**config.mk**
```make
export PLATFORM = sky130hd
export DESIGN_NAME = tlx_crossbar
export DESIGN_NICKNAME = d
export VERILOG_FILES = /design/src/core/tlx_pkg.sv /design/src/core/tlx_route_cell.sv /design/src/core/tlx_relay_ctrl.sv /design/src/core/tlx_crossbar.sv
export VERILOG_INCLUDE_DIRS = /design/src /design/src/core
export SDC_FILE = /design/constraint.sdc
export NUM_CORES = 1
export LEC_CHECK = 0
export BUFFER_PORTS_ARGS = -buffer_cell sky130_fd_sc_hd__clkbuf_2
export CORE_MARGIN = 5
export CORE_UTILIZATION = 55
export CTS_CLUSTER_DIAMETER = 30
export DETAILED_ROUTE_END_ITERATION = 10
export PLACE_DENSITY = 0.73
export SLEW_MARGIN = 10
export SYNTH_ARGS = -nofsm -noshare
export SYNTH_HDL_FRONTEND = slang
export SYNTH_SLANG_ARGS = --single-unit
```
**constraint.sdc**
```tcl
create_clock -name mclk_i -period 5.2 [get_ports mclk_i]
set_input_delay 0.52 -clock mclk_i [delete_from_list [all_inputs] [get_ports mclk_i]]
set_output_delay 0.52 -clock mclk_i [all_outputs]
set_load 0.05 [all_outputs]
```
**src/core/tlx_defines.svh**
```systemverilog
// constants for the trigger line crossbar: map, fields, timing
// assumes inclusion by the package and the design modules only
`ifndef TLX_DEFINES_SVH
`define TLX_DEFINES_SVH
`define TLX_N_FRONT 3
`define TLX_N_SHARED 8
`define TLX_N_STAR 13
`define TLX_N_EVENT 4
`define TLX_N_DEST 24
`define TLX_SEL_W 5
`define TLX_SRC_W 32
`define TLX_SRC_FRONT 0
`define TLX_SRC_SHARED 3
`define TLX_SRC_STAR 11
`define TLX_SRC_EVENT 24
`define TLX_SRC_REF 28
`define TLX_SRC_GND 29
`define TLX_DEST_SHARED 3
`define TLX_DEST_STAR 11
`define TLX_CFG_W 11
`define TLX_CFG_SEL_LSB 0
`define TLX_CFG_EN 8
`define TLX_CFG_SYNC 9
`define TLX_CFG_INV 10
`define TLX_ADDR_W 8
`define TLX_ROUTE_BASE 8'h00
`define TLX_ROUTE_LAST 8'h5C
`define TLX_TS_CTRL 8'h60
`define TLX_STATUS 8'h64
`define TLX_SCHED 8'h68
`define TLX_ST_CLOSED 0
`define TLX_ST_SETTLE 1
`define TLX_ST_LVL 2
`define TLX_ST_REF 5
`define TLX_CLK_MHZ 40
`define TLX_SETTLE_MS 5
`define TLX_SETTLE_CYC (`TLX_SETTLE_MS * 1000 * `TLX_CLK_MHZ)
`define TLX_DRAIN_US 1
`define TLX_DRAIN_CYC (`TLX_DRAIN_US * `TLX_CLK_MHZ)
`define TLX_CNT_W 20
`endif

```
**src/core/tlx_pkg.sv**
```systemverilog
// types and shared decode helpers for the trigger line crossbar
// assumes tlx_defines.svh is on the include path
package tlx_pkg;
    `include "tlx_defines.svh"

    typedef enum logic [2:0] {
        TLX_RLY_OPEN,
        TLX_RLY_CLOSING,
        TLX_RLY_CLOSED,
        TLX_RLY_DRAIN,
        TLX_RLY_OPENING
    } tlx_relay_state_t;

    typedef logic [`TLX_SEL_W-1:0] tlx_sel_t;

    function automatic logic tlx_is_event(input tlx_sel_t sel);
        return (sel >= tlx_sel_t'(`TLX_SRC_EVENT)) && (sel < tlx_sel_t'(`TLX_SRC_REF));
    endfunction : tlx_is_event
endpackage : tlx_pkg

```
**src/core/tlx_route_cell.sv**
```systemverilog
// one destination line of the crossbar: source pick, polarity, realign
// assumes sources and the reference-edge pulse are already on mclk_i
`timescale 1ns/1ps
`include "tlx_defines.svh"
module tlx_route_cell (
    input wire logic mclk_i,
    input wire logic rst_i,
    input wire logic [`TLX_SRC_W-1:0] src_i,
    input wire tlx_pkg::tlx_sel_t sel_i,
    input wire logic enable_i,
    input wire logic sync_i,
    input wire logic invert_i,
    input wire logic ref_rise_i,
    input wire logic force_low_i,
    input wire logic hold_oe_i,
    output logic line_o,
    output logic line_oe_o
);
    import tlx_pkg::*;

    logic picked;
    logic is_evt;

    assign picked = src_i[sel_i] ^ invert_i;
    assign is_evt = tlx_is_event(sel_i);

    always_ff @(posedge mclk_i) begin
        if (rst_i) begin
            line_o <= 1'b0;
        end else if (force_low_i) begin
            line_o <= 1'b0;
        end else if (!sync_i || is_evt) begin
            line_o <= picked;
        end else if (ref_rise_i) begin
            line_o <= picked;
        end
    end

    always_ff @(posedge mclk_i) begin
        if (rst_i) begin
            line_oe_o <= 1'b0;
        end else begin
            line_oe_o <= enable_i || hold_oe_i;
        end
    end

    property p_event_unsync;
        @(posedge mclk_i) disable iff (rst_i)
        (is_evt && !force_low_i) |=> (line_o == $past(picked));
    endproperty
    a_event_unsync: assert property (p_event_unsync) else $error("event source was held for realignment");

    property p_sync_waits;
        @(posedge mclk_i) disable iff (rst_i)
        (sync_i && !is_evt && !force_low_i && !ref_rise_i) |=> $stable(line_o);
    endproperty
    a_sync_waits: assert property (p_sync_waits) else $error("realigned output moved off a reference edge");

    property p_async_follow;
        @(posedge mclk_i) disable iff (rst_i)
        (!sync_i && !force_low_i) |=> (line_o == $past(picked));
    endproperty
    a_async_follow: assert property (p_async_follow) else $error("output does not follow its selected source");

    property p_oe_off;
        @(posedge mclk_i) disable iff (rst_i)
        (!enable_i && !hold_oe_i) |=> !line_oe_o;
    endproperty
    a_oe_off: assert property (p_oe_off) else $error("disabled line still driven");
endmodule : tlx_route_cell

```
**src/core/tlx_relay_ctrl.sv**
```systemverilog
// isolation relay sequencer for the dual-use front line
// assumes want_i and restart_i come from logic on mclk_i
`timescale 1ns/1ps
`include "tlx_defines.svh"
module tlx_relay_ctrl #(
    parameter int SETTLE_CYCLES = `TLX_SETTLE_CYC
) (
    input wire logic mclk_i,
    input wire logic rst_i,
    input wire logic want_i,
    input wire logic restart_i,
    output logic close_o,
    output logic settle_o,
    output logic drive_low_o,
    output logic keep_oe_o
);
    import tlx_pkg::*;

    tlx_relay_state_t state;
    logic [`TLX_CNT_W-1:0] cnt;
    logic done;

    assign done = (cnt == '0);
    // the relay itself is slow, so the line is untrusted in every state but closed
    assign settle_o = (state != TLX_RLY_CLOSED);
    assign drive_low_o = (state == TLX_RLY_CLOSING) || (state == TLX_RLY_DRAIN) || (state == TLX_RLY_OPENING);
    assign keep_oe_o = (state == TLX_RLY_DRAIN);

    always_ff @(posedge mclk_i) begin
        if (rst_i) begin
            state <= TLX_RLY_OPEN;
            cnt <= '0;
        end else begin
            case (state)
                TLX_RLY_OPEN: begin
                    if (want_i) begin
                        state <= TLX_RLY_CLOSING;
                        cnt <= `TLX_CNT_W'(SETTLE_CYCLES - 1);
                    end
                end
                TLX_RLY_CLOSING: begin
                    if (!want_i) begin
                        state <= TLX_RLY_OPENING;
                        cnt <= `TLX_CNT_W'(SETTLE_CYCLES - 1);
                    end else if (restart_i) begin
                        cnt <= `TLX_CNT_W'(SETTLE_CYCLES - 1);
                    end else if (done) begin
                        state <= TLX_RLY_CLOSED;
                    end else begin
                        cnt <= cnt - 1'b1;
                    end
                end
                TLX_RLY_CLOSED: begin
                    if (!want_i) begin
                        state <= TLX_RLY_DRAIN;
                        cnt <= `TLX_CNT_W'(`TLX_DRAIN_CYC - 1);
                    end else if (restart_i) begin
                        state <= TLX_RLY_CLOSING;
                        cnt <= `TLX_CNT_W'(SETTLE_CYCLES - 1);
                    end
                end
                TLX_RLY_DRAIN: begin
                    if (done) begin
                        state <= TLX_RLY_OPENING;
                        cnt <= `TLX_CNT_W'(SETTLE_CYCLES - 1);
                    end else begin
                        cnt <= cnt - 1'b1;
                    end
                end
                TLX_RLY_OPENING: begin
                    if (done) begin
                        state <= TLX_RLY_OPEN;
                    end else begin
                        cnt <= cnt - 1'b1;
                    end
                end
                default: begin
                    state <= TLX_RLY_OPEN;
                end
            endcase
        end
    end

    always_ff @(posedge mclk_i) begin
        if (rst_i) begin
            close_o <= 1'b0;
        end else begin
            close_o <= (state == TLX_RLY_CLOSING) || (state == TLX_RLY_CLOSED) || (state == TLX_RLY_DRAIN);
        end
    end

    property p_close_cause;
        @(posedge mclk_i) disable iff (rst_i)
        $rose(close_o) |-> $past(want_i, 2);
    endproperty
    a_close_cause: assert property (p_close_cause) else $error("relay closed with no digital use");

    property p_close_settle;
        @(posedge mclk_i) disable iff (rst_i)
        $rose(close_o) |-> (settle_o && drive_low_o) [*8];
    endproperty
    a_close_settle: assert property (p_close_settle) else $error("line not held low while relay closes");

    property p_drain_first;
        @(posedge mclk_i) disable iff (rst_i)
        $fell(close_o) |-> (($past(keep_oe_o, 2) || $past(state == TLX_RLY_CLOSING, 2)) && $past(drive_low_o, 2));
    endproperty
    a_drain_first: assert property (p_drain_first) else $error("relay opened without driving low first");

    property p_open_settle;
        @(posedge mclk_i) disable iff (rst_i)
        $fell(close_o) |-> settle_o [*8];
    endproperty
    a_open_settle: assert property (p_open_settle) else $error("opening relay not treated as settling");
endmodule : tlx_relay_ctrl

```
**src/core/tlx_crossbar.sv**
```systemverilog
// trigger line crossbar top: apb registers, pin synchronisers, 24 routes,
// front-line edge timestamp strobes and the dual-use line relay
// assumes an apb master on mclk_i and pins asynchronous to mclk_i
//
// The APB interface to the registers and the placing of the registers were decided locally.
`timescale 1ns/1ps
`include "tlx_defines.svh"
module tlx_crossbar #(
    parameter int SETTLE_CYCLES = `TLX_SETTLE_CYC
) (
    input wire logic mclk_i,
    input wire logic rst_i,
    input wire logic psel_i,
    input wire logic penable_i,
    input wire logic pwrite_i,
    input wire logic [`TLX_ADDR_W-1:0] paddr_i,
    input wire logic [31:0] pwdata_i,
    output logic [31:0] prdata_o,
    output logic pready_o,
    output logic pslverr_o,
    input wire logic [`TLX_N_FRONT-1:0] front_panel_line_i,
    output logic [`TLX_N_FRONT-1:0] front_panel_line_o,
    output logic [`TLX_N_FRONT-1:0] front_panel_line_oe_o,
    input wire logic [`TLX_N_SHARED-1:0] shared_trigger_line_i,
    output logic [`TLX_N_SHARED-1:0] shared_trigger_line_o,
    output logic [`TLX_N_SHARED-1:0] shared_trigger_line_oe_o,
    input wire logic [`TLX_N_STAR-1:0] star_trigger_line_i,
    output logic [`TLX_N_STAR-1:0] star_trigger_line_o,
    output logic [`TLX_N_STAR-1:0] star_trigger_line_oe_o,
    input wire logic backplane_ref_clock_i,
    input wire logic [`TLX_N_EVENT-1:0] time_event_i,
    output logic isolation_relay_close_o,
    output logic [`TLX_N_FRONT-1:0] timestamp_strobe_o,
    output logic [`TLX_N_FRONT-1:0] timestamp_rising_o
);
    import tlx_pkg::*;

    localparam int N_PIN = `TLX_N_FRONT + `TLX_N_SHARED + `TLX_N_STAR;

    logic [`TLX_CFG_W-1:0] route_cfg [0:`TLX_N_DEST-1];
    logic [2*`TLX_N_FRONT-1:0] ts_ctrl;
    logic sched_dual;

    logic [N_PIN-1:0] pin_s1;
    logic [N_PIN-1:0] pin_s2;
    logic [N_PIN-1:0] pin_s3;
    logic [N_PIN-1:0] pin_lvl;
    logic ref_s1;
    logic ref_s2;
    logic ref_s3;
    logic ref_lvl;
    logic ref_rise;

    logic [`TLX_N_FRONT-1:0] front_prev;
    logic [`TLX_SRC_W-1:0] src_vec;
    logic [`TLX_N_DEST-1:0] dest_line;
    logic [`TLX_N_DEST-1:0] dest_oe;

    logic dual_want;
    logic dual_restart;
    logic relay_settle;
    logic relay_low;
    logic relay_keep_oe;

    logic setup_ph;
    logic access_ph;
    logic wr_go;
    logic addr_ok;
    logic [31:0] rd_word;
    logic [`TLX_ADDR_W-3:0] word_idx;

    function automatic logic route_hits_dual(input logic [`TLX_CFG_W-1:0] cfg, input int dest);
        return cfg[`TLX_CFG_EN] &&
            ((dest == 0) || (cfg[`TLX_CFG_SEL_LSB +: `TLX_SEL_W] == tlx_sel_t'(`TLX_SRC_FRONT)));
    endfunction : route_hits_dual

    function automatic logic is_route_addr(input logic [`TLX_ADDR_W-1:0] a);
        return (a >= `TLX_ROUTE_BASE) && (a <= `TLX_ROUTE_LAST);
    endfunction : is_route_addr

    // apb slave: zero wait states, read data captured in the setup cycle
    assign setup_ph = psel_i && !penable_i;
    assign access_ph = psel_i && penable_i;
    assign pready_o = 1'b1;
    assign wr_go = access_ph && pwrite_i && addr_ok;
    assign word_idx = paddr_i[`TLX_ADDR_W-1:2];

    always_comb begin
        addr_ok = 1'b0;
        rd_word = 32'h0000_0000;
        if (paddr_i[1:0] != 2'b00) begin
            addr_ok = 1'b0;
        end else if (is_route_addr(paddr_i)) begin
            addr_ok = 1'b1;
            rd_word[`TLX_CFG_W-1:0] = route_cfg[word_idx[4:0]];
        end else if (paddr_i == `TLX_TS_CTRL) begin
            addr_ok = 1'b1;
            rd_word[2*`TLX_N_FRONT-1:0] = ts_ctrl;
        end else if (paddr_i == `TLX_STATUS) begin
            addr_ok = !pwrite_i;
            rd_word[`TLX_ST_CLOSED] = isolation_relay_close_o;
            rd_word[`TLX_ST_SETTLE] = relay_settle;
            rd_word[`TLX_ST_LVL +: `TLX_N_FRONT] = pin_lvl[`TLX_N_FRONT-1:0];
            rd_word[`TLX_ST_REF] = ref_lvl;
        end else if (paddr_i == `TLX_SCHED) begin
            addr_ok = 1'b1;
            rd_word[0] = sched_dual;
        end
    end

    always_ff @(posedge mclk_i) begin
        if (rst_i) begin
            prdata_o <= 32'h0000_0000;
        end else if (setup_ph && !pwrite_i) begin
            prdata_o <= rd_word;
        end
    end

    always_ff @(posedge mclk_i) begin
        if (rst_i) begin
            pslverr_o <= 1'b0;
        end else begin
            pslverr_o <= setup_ph && !addr_ok;
        end
    end

    // every line resets as an undriven input routed from ground
    always_ff @(posedge mclk_i) begin
        if (rst_i) begin
            for (int i = 0; i < `TLX_N_DEST; i++) begin
                route_cfg[i] <= `TLX_CFG_W'(`TLX_SRC_GND);
            end
        end else if (wr_go && is_route_addr(paddr_i)) begin
            route_cfg[word_idx[4:0]] <= pwdata_i[`TLX_CFG_W-1:0];
        end
    end

    always_ff @(posedge mclk_i) begin
        if (rst_i) begin
            ts_ctrl <= '0;
        end else if (wr_go && (paddr_i == `TLX_TS_CTRL)) begin
            ts_ctrl <= pwdata_i[2*`TLX_N_FRONT-1:0];
        end
    end

    always_ff @(posedge mclk_i) begin
        if (rst_i) begin
            sched_dual <= 1'b0;
        end else if (wr_go && (paddr_i == `TLX_SCHED)) begin
            sched_dual <= pwdata_i[0];
        end
    end

    // a write that adds, removes or retargets a route on the dual-use line
    always_comb begin
        dual_restart = 1'b0;
        if (wr_go && is_route_addr(paddr_i)) begin
            dual_restart = route_hits_dual(route_cfg[word_idx[4:0]], int'(word_idx[4:0])) ||
                route_hits_dual(pwdata_i[`TLX_CFG_W-1:0], int'(word_idx[4:0]));
        end
    end

    always_comb begin
        dual_want = sched_dual || (ts_ctrl[1:0] != 2'b00);
        for (int d = 0; d < `TLX_N_DEST; d++) begin
            if (route_hits_dual(route_cfg[d], d)) begin
                dual_want = 1'b1;
            end
        end
    end

    // three-stage pin synchronisers, a level is accepted when the second and third stages agree
    always_ff @(posedge mclk_i) begin
        if (rst_i) begin
            pin_s1 <= '0;
            pin_s2 <= '0;
            pin_s3 <= '0;
        end else begin
            pin_s1 <= {star_trigger_line_i, shared_trigger_line_i, front_panel_line_i};
            pin_s2 <= pin_s1;
            pin_s3 <= pin_s2;
        end
    end

    always_ff @(posedge mclk_i) begin
        if (rst_i) begin
            pin_lvl <= '0;
        end else begin
            for (int i = 0; i < N_PIN; i++) begin
                if (pin_s2[i] == pin_s3[i]) begin
                    pin_lvl[i] <= pin_s3[i];
                end
            end
        end
    end

    always_ff @(posedge mclk_i) begin
        if (rst_i) begin
            ref_s1 <= 1'b0;
            ref_s2 <= 1'b0;
            ref_s3 <= 1'b0;
            ref_lvl <= 1'b0;
        end else begin
            ref_s1 <= backplane_ref_clock_i;
            ref_s2 <= ref_s1;
            ref_s3 <= ref_s2;
            if (ref_s2 == ref_s3) begin
                ref_lvl <= ref_s3;
            end
        end
    end

    // only the backplane reference can realign, there is no clock select
    assign ref_rise = (ref_s2 == ref_s3) && ref_s3 && !ref_lvl;

    // source order: front, shared, star, events, reference, ground
    always_comb begin
        src_vec = '0;
        src_vec[`TLX_SRC_FRONT +: `TLX_N_FRONT] = pin_lvl[`TLX_N_FRONT-1:0];
        src_vec[`TLX_SRC_FRONT] = pin_lvl[0] && !relay_settle;
        src_vec[`TLX_SRC_SHARED +: `TLX_N_SHARED] = pin_lvl[`TLX_N_FRONT +: `TLX_N_SHARED];
        src_vec[`TLX_SRC_STAR +: `TLX_N_STAR] = pin_lvl[`TLX_N_FRONT + `TLX_N_SHARED +: `TLX_N_STAR];
        src_vec[`TLX_SRC_EVENT +: `TLX_N_EVENT] = time_event_i;
        src_vec[`TLX_SRC_REF] = ref_lvl;
        src_vec[`TLX_SRC_GND] = 1'b0;
    end

    // one cell per destination: front 0..2, shared 3..10, star 11..23
    for (genvar d = 0; d < `TLX_N_DEST; d++) begin : g_dest
        tlx_route_cell u_cell (
            .mclk_i(mclk_i),
            .rst_i(rst_i),
            .src_i(src_vec),
            .sel_i(route_cfg[d][`TLX_CFG_SEL_LSB +: `TLX_SEL_W]),
            .enable_i(route_cfg[d][`TLX_CFG_EN]),
            .sync_i(route_cfg[d][`TLX_CFG_SYNC]),
            .invert_i(route_cfg[d][`TLX_CFG_INV]),
            .ref_rise_i(ref_rise),
            .force_low_i((d == 0) && relay_low),
            .hold_oe_i((d == 0) && relay_keep_oe),
            .line_o(dest_line[d]),
            .line_oe_o(dest_oe[d])
        );
    end

    assign front_panel_line_o = dest_line[`TLX_N_FRONT-1:0];
    assign front_panel_line_oe_o = dest_oe[`TLX_N_FRONT-1:0];
    assign shared_trigger_line_o = dest_line[`TLX_DEST_SHARED +: `TLX_N_SHARED];
    assign shared_trigger_line_oe_o = dest_oe[`TLX_DEST_SHARED +: `TLX_N_SHARED];
    assign star_trigger_line_o = dest_line[`TLX_DEST_STAR +: `TLX_N_STAR];
    assign star_trigger_line_oe_o = dest_oe[`TLX_DEST_STAR +: `TLX_N_STAR];

    tlx_relay_ctrl #(
        .SETTLE_CYCLES(SETTLE_CYCLES)
    ) u_relay (
        .mclk_i(mclk_i),
        .rst_i(rst_i),
        .want_i(dual_want),
        .restart_i(dual_restart),
        .close_o(isolation_relay_close_o),
        .settle_o(relay_settle),
        .drive_low_o(relay_low),
        .keep_oe_o(relay_keep_oe)
    );

    // edge strobes for the time base; a driven line still reports its edges
    always_ff @(posedge mclk_i) begin
        if (rst_i) begin
            front_prev <= '0;
        end else begin
            front_prev <= pin_lvl[`TLX_N_FRONT-1:0];
        end
    end

    always_ff @(posedge mclk_i) begin
        if (rst_i) begin
            timestamp_strobe_o <= '0;
            timestamp_rising_o <= '0;
        end else begin
            for (int i = 0; i < `TLX_N_FRONT; i++) begin
                timestamp_rising_o[i] <= pin_lvl[i];
                timestamp_strobe_o[i] <= (pin_lvl[i] && !front_prev[i] && ts_ctrl[2*i]) ||
                    (!pin_lvl[i] && front_prev[i] && ts_ctrl[2*i+1]);
            end
            // edges seen while the relay is open or moving are not trusted, so they are dropped
            if (relay_settle) begin
                timestamp_strobe_o[0] <= 1'b0;
            end
        end
    end

    property p_ts_quiet;
        @(posedge mclk_i) disable iff (rst_i)
        timestamp_strobe_o[0] |-> !$past(relay_settle);
    endproperty
    a_ts_quiet: assert property (p_ts_quiet) else $error("dual-use timestamp while relay settles");

    property p_ts_edge;
        @(posedge mclk_i) disable iff (rst_i)
        (timestamp_strobe_o[2] && timestamp_rising_o[2]) |-> $past(ts_ctrl[4]);
    endproperty
    a_ts_edge: assert property (p_ts_edge) else $error("rising strobe without rising edge enabled");

    property p_restart_settle;
        @(posedge mclk_i) disable iff (rst_i)
        (dual_restart && dual_want && isolation_relay_close_o) |=> ##1 relay_settle [*4];
    endproperty
    a_restart_settle: assert property (p_restart_settle) else $error("dual-use route change without settle");

    // losing use while closed drains first, so the open comes after the drain
    localparam int OPEN_WAIT = `TLX_DRAIN_CYC + 3;

    property p_relay_want;
        @(posedge mclk_i) disable iff (rst_i)
        (!dual_want && !relay_settle) |-> ##[1:OPEN_WAIT] !isolation_relay_close_o;
    endproperty
    a_relay_want: assert property (p_relay_want) else $error("relay closed with no digital use");

    property p_bad_addr;
        @(posedge mclk_i) disable iff (rst_i)
        (setup_ph && !addr_ok) |=> (pslverr_o && access_ph) or !access_ph;
    endproperty
    a_bad_addr: assert property (p_bad_addr) else $error("unmapped access not flagged");

    property p_sync_ref;
        @(posedge mclk_i) disable iff (rst_i)
        $changed(shared_trigger_line_o[0]) && $past(route_cfg[`TLX_DEST_SHARED][`TLX_CFG_SYNC]) &&
            !$past(tlx_is_event(route_cfg[`TLX_DEST_SHARED][`TLX_CFG_SEL_LSB +: `TLX_SEL_W])) |->
            $past(ref_rise);
    endproperty
    a_sync_ref: assert property (p_sync_ref) else $error("realigned shared line moved off reference");
endmodule : tlx_crossbar

```
==> results of run 1 <==
==> stage by stage <==
| step | instance area [um^2] | util [%] | power (uW) |
|---|---|---|---|
| 3_5_place_dp | 29900 | 56.9 | 6210 |
| 3_3_place_gp | 29900 | 56.9 | 6170 |
| 2_1_floorplan | 29500 | - | 5840 |
| 5_1_grt | 33700 | 64.0 | 13400 |
| 4_1_cts | 33700 | 64.0 | 13100 |
| 6_report | 33700 | 64.0 | 13100 |
==> where the power goes <==
part / switching, uW / total, uW / internal, uW
Clock: 2340 / 6920 / 4580
Sequential: 267 / 4930 / 4670
Combinational: 772 / 1240 / 463
Total: 3380 / 13100 / 9710
==> area by class of cell <==
| type | count | area [um^2] |
|---|---|---|
| Antenna cell | 3 | 7.51 |
| Clock buffer | 135 | 3060 |
| Clock inverter | 64 | 663 |
| Fill cell | 3920 | 19000 |
| Inverter | 18 | 67.6 |
| Multi-Input combinational cell | 1540 | 14100 |
| Sequential cell | 525 | 13800 |
| Tap cell | 688 | 861 |
| Timing Repair Buffer | 194 | 1170 |
==> critical path: cells and delay by family <==
family	cells	cell delay, ps
and+or+nand+nor	3	1110
AOI/OAI and AO/OA	2	1750
buffers and inverters	2	640
==> Yosys cell counts, types with 5 or more instances <==
master	number
a211oi_2	5
a21oi_1	51
a22oi_1	8
a31oi_1	6
and2_1	176
buf_2	44
buf_4	90
buf_6	13
clkbuf_1	148
dfxtp_1	197
edfxtp_1	328
inv_1	17
mux2_2	17
mux2i_1	148
mux4_2	247
nand2_1	98
nand2b_1	6
nand3_1	7
nand3b_1	17
nand4_1	9
nand4b_1	9
nand4bb_1	6
nor2_1	105
nor2b_1	107
nor3_1	11
nor3b_1	21
nor4_1	28
o211ai_1	25
o21ai_0	57
o221ai_1	5
o22ai_1	49
or3_1	106
or4_1	11
xnor2_1	27
==> cells by family after synthesis <==
family	Yosys count	share of synthesized area, %
buffers and inverters	320	5.84
xor gates and xnor gates	29	0.869
DFF	525	47.2
AOI/OAI and AO/OA	268	6.33
adders and majority gates	3	0.128
and+or+nand+nor	742	14.9
muxes	412	24.8
other	2	0.0257
==> per-layer routing <==
layer / track usage (%) / up-vias / part of all wire [%]
met3: 9.91 / 400 / 13
met4: 19.1 / 0 / 6.9
met5: 0.164 / - / 0
met2: 49.7 / 1671 / 45
met1: 42.5 / 10600 / 35
li1: - / 8835 / -
==> registers in the layout (all words and copies together) (netlist names) <==
register / count
sched_dual: 1
pin_s2: 24
g_dest.u_cell.line_oe_o: 24
prdata_o: 11
u_relay.close_o: 1
timestamp_rising_o: 3
pin_s3: 24
ref_lvl: 1
pin_lvl: 24
pin_s1: 24
ts_ctrl: 6
u_relay.cnt: 20
pslverr_o: 1
route_cfg: 328
ref_s3: 1
timestamp_strobe_o: 3
ref_s1: 1
u_relay.state: 3
ref_s2: 1
g_dest.u_cell.line_o: 24
==> final timing paths <==
path	endpoint	slack, ps
setup / recovery	route_cfg[17][9]	1510
hold / removal	pslverr_o	60
setup reg to reg	g_dest[4].u_cell.line_o	1720
hold reg to reg	pin_s2[14]	430
==> flow_metrics.env, run 1 <==
export IMPL_max_slew_margin_pct=29.2
export IMPL_slowest_delay_ps=960
export IMPL_io_pins=163
export IMPL_period_share_pct=71.0
export IMPL_rr_worst_depth=9
export IMPL_tightest_slew_ps=1060
export IMPL_totalWireLength_mm=96.3
export IMPL_cts_buffers=105
export IMPL_yosysSeqAreaShare_pct=47.2
export IMPL_nets=2461
export IMPL_synthTopCellsByArea="edfxtp_1 34%, mux4_2 19%, dfxtp_1 13%"
export IMPL_track_usage_pct=32.9
export IMPL_holdPathStages=2
export IMPL_antenna_left=0
export IMPL_hold_class="in -> reg"
export IMPL_synth_top_area_share_pct=33.7
export IMPL_postCtsSetupRepairBufs=0
export IMPL_cts_hold_buf=0
export IMPL_cp_cell_sequence="clkbuf_2 -> a21oi_1 -> nand2_1 -> nor2_1 -> nand3_1 -> o21ai_0 -> buf_4"
export IMPL_clk_latency_ps=660
export IMPL_synth_warnings=0
export IMPL_drv_cap=0
export IMPL_place_ws_ps=1120
export IMPL_fin_worst_skew_ps=25.7
export IMPL_start_kind="input pin"
export IMPL_core_rowCount=84
export IMPL_p_per_area_mw_per_mm2=388
export IMPL_io_buffers=119
export IMPL_initial_core_util_pct=55.5
export IMPL_synthCells=2301
export IMPL_first_iter_violations=3017
export IMPL_drv_slew=0
export IMPL_grt_start_max_net_pins=98
export IMPL_core_mm2=0.0527
export IMPL_globalplace_congestion=0.974
export IMPL_final_common_cell="edfxtp_1"
export IMPL_cts_root_buffer="clkbuf_16"
export IMPL_htree_levels=3
export IMPL_yosysUniqueCellTypes=82
export IMPL_chipHeight_um=241
export IMPL_drcViolationCount=0
export IMPL_path_class="in -> reg"
export IMPL_leakagePower_uw=0.0122
export IMPL_syn_area_per_cell_um2=12.7
export IMPL_dieArea_mm2=0.0579
export IMPL_dp_cells=2965
export IMPL_areaGrowthSynthToFinish_pct=15.2
export IMPL_ctsResizeCount=0
export IMPL_finalHoldViolations=0
export IMPL_rsz0062_at_grt="no"
export IMPL_holdWs_ps=64.7
export IMPL_r2r_start="u_relay.state[1]"
export IMPL_clock_sinks=525
export IMPL_slowest_stage="o21ai_0"
export IMPL_netlist_area_mm2=0.0292
export IMPL_ys_ff_latch=525
export IMPL_clkTransAtPathRegs_ps=40
export IMPL_ys_flop_type="edfxtp_1"
export IMPL_vias_per_cell=6.79
export IMPL_drive_above_1_share_pct=27.6
export IMPL_cts_tree="done"
export IMPL_vias=21500
export IMPL_dp_hpwl_mm=62.8
export IMPL_timing_fmax_mhz=271
export IMPL_status="finished clean"
export IMPL_cp_required_ps=5540
export IMPL_cp_end_kind="flip-flop"
export IMPL_grt_pass1_vias=21100
export IMPL_critPathLaunch="paddr_i[5]"
export IMPL_ir_drop_uv=334
export IMPL_fin_ws_ps=1510
export IMPL_yosysTopAreaCell="edfxtp_1"
export IMPL_post_route_min_period_ps=3690
export IMPL_arrival_ps=4030
export IMPL_grt_overflow=0
export IMPL_finalSetupTns_ps=0
export IMPL_finalSetupViolCount=0
export IMPL_synth_edf_count=328
export IMPL_wl_per_cell_um=30.4
export IMPL_final_cells=3167
export IMPL_worstHoldStart="penable_i"
export IMPL_synthArstFlopShare_pct=0
export IMPL_critPathMaxFanout=23
export IMPL_dr_pass1_iters=6
export IMPL_most_common_layout_cells="328 x edfxtp_1, 247 x mux4_2, 195 x dfxtp_1"
export IMPL_grt_pass1_wl_mm=139
export IMPL_die_w_um=241
export IMPL_cts_path_max_buffers=3
export IMPL_antenna_found_initial=3
No activity file was read; power rests on OpenSTA's default activity.
==> inputs of run 2 (changes only) <==
- PLACE_DENSITY: 0.73 -> 0.76
- clock period: 5.2 -> 3.2 ns (I/O delays scaled with it)
==> run 2 against run 1 <==
Compared with the run above: non-clock buffer count grew 256; die area is the same; sequential share of layout area shrank 2.1 points; setup slack lost 1400 ps; register-to-register slack lost 1600 ps; sequential cell count is the same; clock-buffer cell count shrank 17; clock power grew 55%; first-iteration DRC count grew 18%; combinational power grew 97%; utilization grew 3.5 points; critical endpoint is now u_relay.cnt[14]; largest cell class unchanged; highest routed layer is now met5.
==> flow_metrics.env, run 2 (synthesis gave the netlist of run 1 again) <==
export IMPL_status="finished clean"
export IMPL_track_usage_pct=35.6
export IMPL_swShare_pct=26.2
export IMPL_drv_slew=0
export IMPL_grt_overflow=0
export IMPL_max_slew_margin_pct=25.1
export IMPL_r2r_slack_ps=80
export IMPL_most_common_layout_cells="328 x edfxtp_1, 300 x buf_4, 247 x mux4_2"
export IMPL_globalplace_congestion=1.00
export IMPL_wl_per_cell_um=30.4
export IMPL_rsz0062_at_grt="no"
export IMPL_fin_worst_skew_ps=29.1
export IMPL_cp_end_kind="flip-flop"
export IMPL_io_buffers=119
export IMPL_critPathMaxFanout=9
export IMPL_tightest_slew_ps=1120
export IMPL_nFillCells=3681
export IMPL_cts_path_max_buffers=3
export IMPL_hold_class="in -> reg"
export IMPL_chipHeight_um=241
export IMPL_ir_drop_uv=454
export IMPL_core_mm2=0.0527
export IMPL_finalSetupViolCount=0
export IMPL_vias_per_cell=6.63
export IMPL_leakagePower_uw=0.0134
export IMPL_comb_power_share_pct=11.6
export IMPL_p_per_area_mw_per_mm2=593
export IMPL_io_pins=163
export IMPL_p_seq_share_pct=37.4
export IMPL_core_rowCount=84
export IMPL_clk_latency_ps=660
export IMPL_first_iter_violations=3549
export IMPL_cp_cell_sequence="buf_4 -> mux2i_1 -> o22ai_1 -> nor4_1 -> nand2_1 -> nor4_4 -> buf_4 -> a211o_4 -> nand3_4 -> a32o_1"
export IMPL_drcViolationCount=0
export IMPL_grt_start_max_net_pins=97
export IMPL_regMostFlops="route_cfg"
export IMPL_cts_buffers=100
export IMPL_totalWireLength_mm=104
export IMPL_p_switching_uw=5510
export IMPL_start_kind="flip-flop"
export IMPL_nets=2712
export IMPL_largest_reg_flops=328
export IMPL_cts_root_buffer="clkbuf_16"
export IMPL_grt_pass1_wl_mm=150
export IMPL_clock_sinks=525
export IMPL_slowest_stage="nor4_1"
export IMPL_dieArea_mm2=0.0579
export IMPL_period_share_pct=97.6
export IMPL_areaGrowthSynthToFinish_pct=21.4
export IMPL_crit_top_cell="buf_4"
export IMPL_p_int_uw=15600
export IMPL_place_area_mm2=0.0317
export IMPL_path_class="reg -> reg"
export IMPL_fin_area_mm2=0.0355
export IMPL_dr_pass1_iters=6
export IMPL_cp_required_ps=3730
export IMPL_finalHoldViolations=0
export IMPL_drive_above_1_share_pct=33.1
export IMPL_drv_cap=0
export IMPL_dp_hpwl_mm=73.3
export IMPL_final_cells=3413
export IMPL_final_common_cell="edfxtp_1"
export IMPL_clkPwrFrac_pct=51.0
export IMPL_clkTransAtPathRegs_ps=50
export IMPL_antenna_left=0
export IMPL_cts_tree="done"
export IMPL_grt_pass1_vias=22600
export IMPL_vias=22600
export IMPL_htree_levels=3
export IMPL_slowest_delay_ps=540
export IMPL_initial_core_util_pct=55.5
export IMPL_arrival_ps=3650
export IMPL_die_w_um=241
export IMPL_timing_fmax_mhz=320
export IMPL_holdWs_ps=122
export IMPL_antenna_found_initial=7
export IMPL_dp_cells=3193
export IMPL_postCtsSetupRepairBufs=0
export IMPL_post_route_min_period_ps=3120
[run 2: changes by cell type in the layout (fill, tap and decap cells not counted), sizes merged]
cell         previous run  this run
buf                    78       306
bufinv                  8        13
clkbuf                251       234
clkinv                 31        26
clkinvlp               12        11
diode                   3         5
dlygate4sd3             0        28
inv                    31        37
[run 2: through the flow]
step           total power, uW  setup WS [ps]  util, %  setup TNS (ps)
2_1_floorplan             9490           64.8        -               0
3_3_place_gp             10300           -170     60.2           -2040
3_5_place_dp             10300           -173     60.2           -2320
4_1_cts                  21100           81.1     67.4               0
5_1_grt                  21700           13.6     67.4               0
6_report                 21100           78.1     67.4               0
[run 2: power groups by stage]
stage               logic [uW]  clock network, uW  registers, uW
floorplan                 1620                  0           7870
global placement          2310                  0           7980
detailed placement        2340                  0           8000
CTS                       2380              10800           7870
global route              2560              11200           7910
finish                    2440              10700           7890
[run 2: area by class of cell]
class / count / area [um^2] / area share, %
well taps: 688 / 861 / 2.42
inverters: 18 / 67.6 / 0.190
multi-input cells: 1540 / 14100 / 39.6
flip-flops and latches: 525 / 13800 / 38.9
clock inverters: 69 / 843 / 2.38
clock buffers: 118 / 2640 / 7.44
diodes: 5 / 12.5 / 0.0352
repair buffers: 450 / 3220 / 9.06
[run 2: metal layers]
layer / GRT usage, % / wire (um) / vias up
li1: - / - / 9348
met4: 19.9 / 6840 / 6
met2: 52.6 / 45300 / 1745
met1: 46.1 / 36700 / 11100
met3: 12.7 / 14700 / 395
met5: 0 / 46 / -
[run 2: what timing repair did]
item                                    in CTS  in global routing
gates resized for setup                      1                  2
hold buffers                                28                  0
endpoints found under the setup margin       8                  8
gates cloned                                 0                  0
hold endpoints to repair                    27                  0
[run 2: path summary, 6_finish.rpt]
path	start	cells after the start	end
max	route_cfg[7][1]	10	u_relay.cnt[14]
min	pwdata_i[8]	2	route_cfg[10][8]
max reg2reg	route_cfg[7][1]	10	u_relay.cnt[14]
min reg2reg	pin_s1[12]	1	pin_s2[12]
[run 2: critical path: cells and delay by family (launching register included)]
family	cells	cell delay, ps
AO/OA/AOI/OAI	3	610
buffers and inverters	2	420
flip-flops	1	410
multiplexers	1	290
AND/OR/NAND/NOR	4	1300
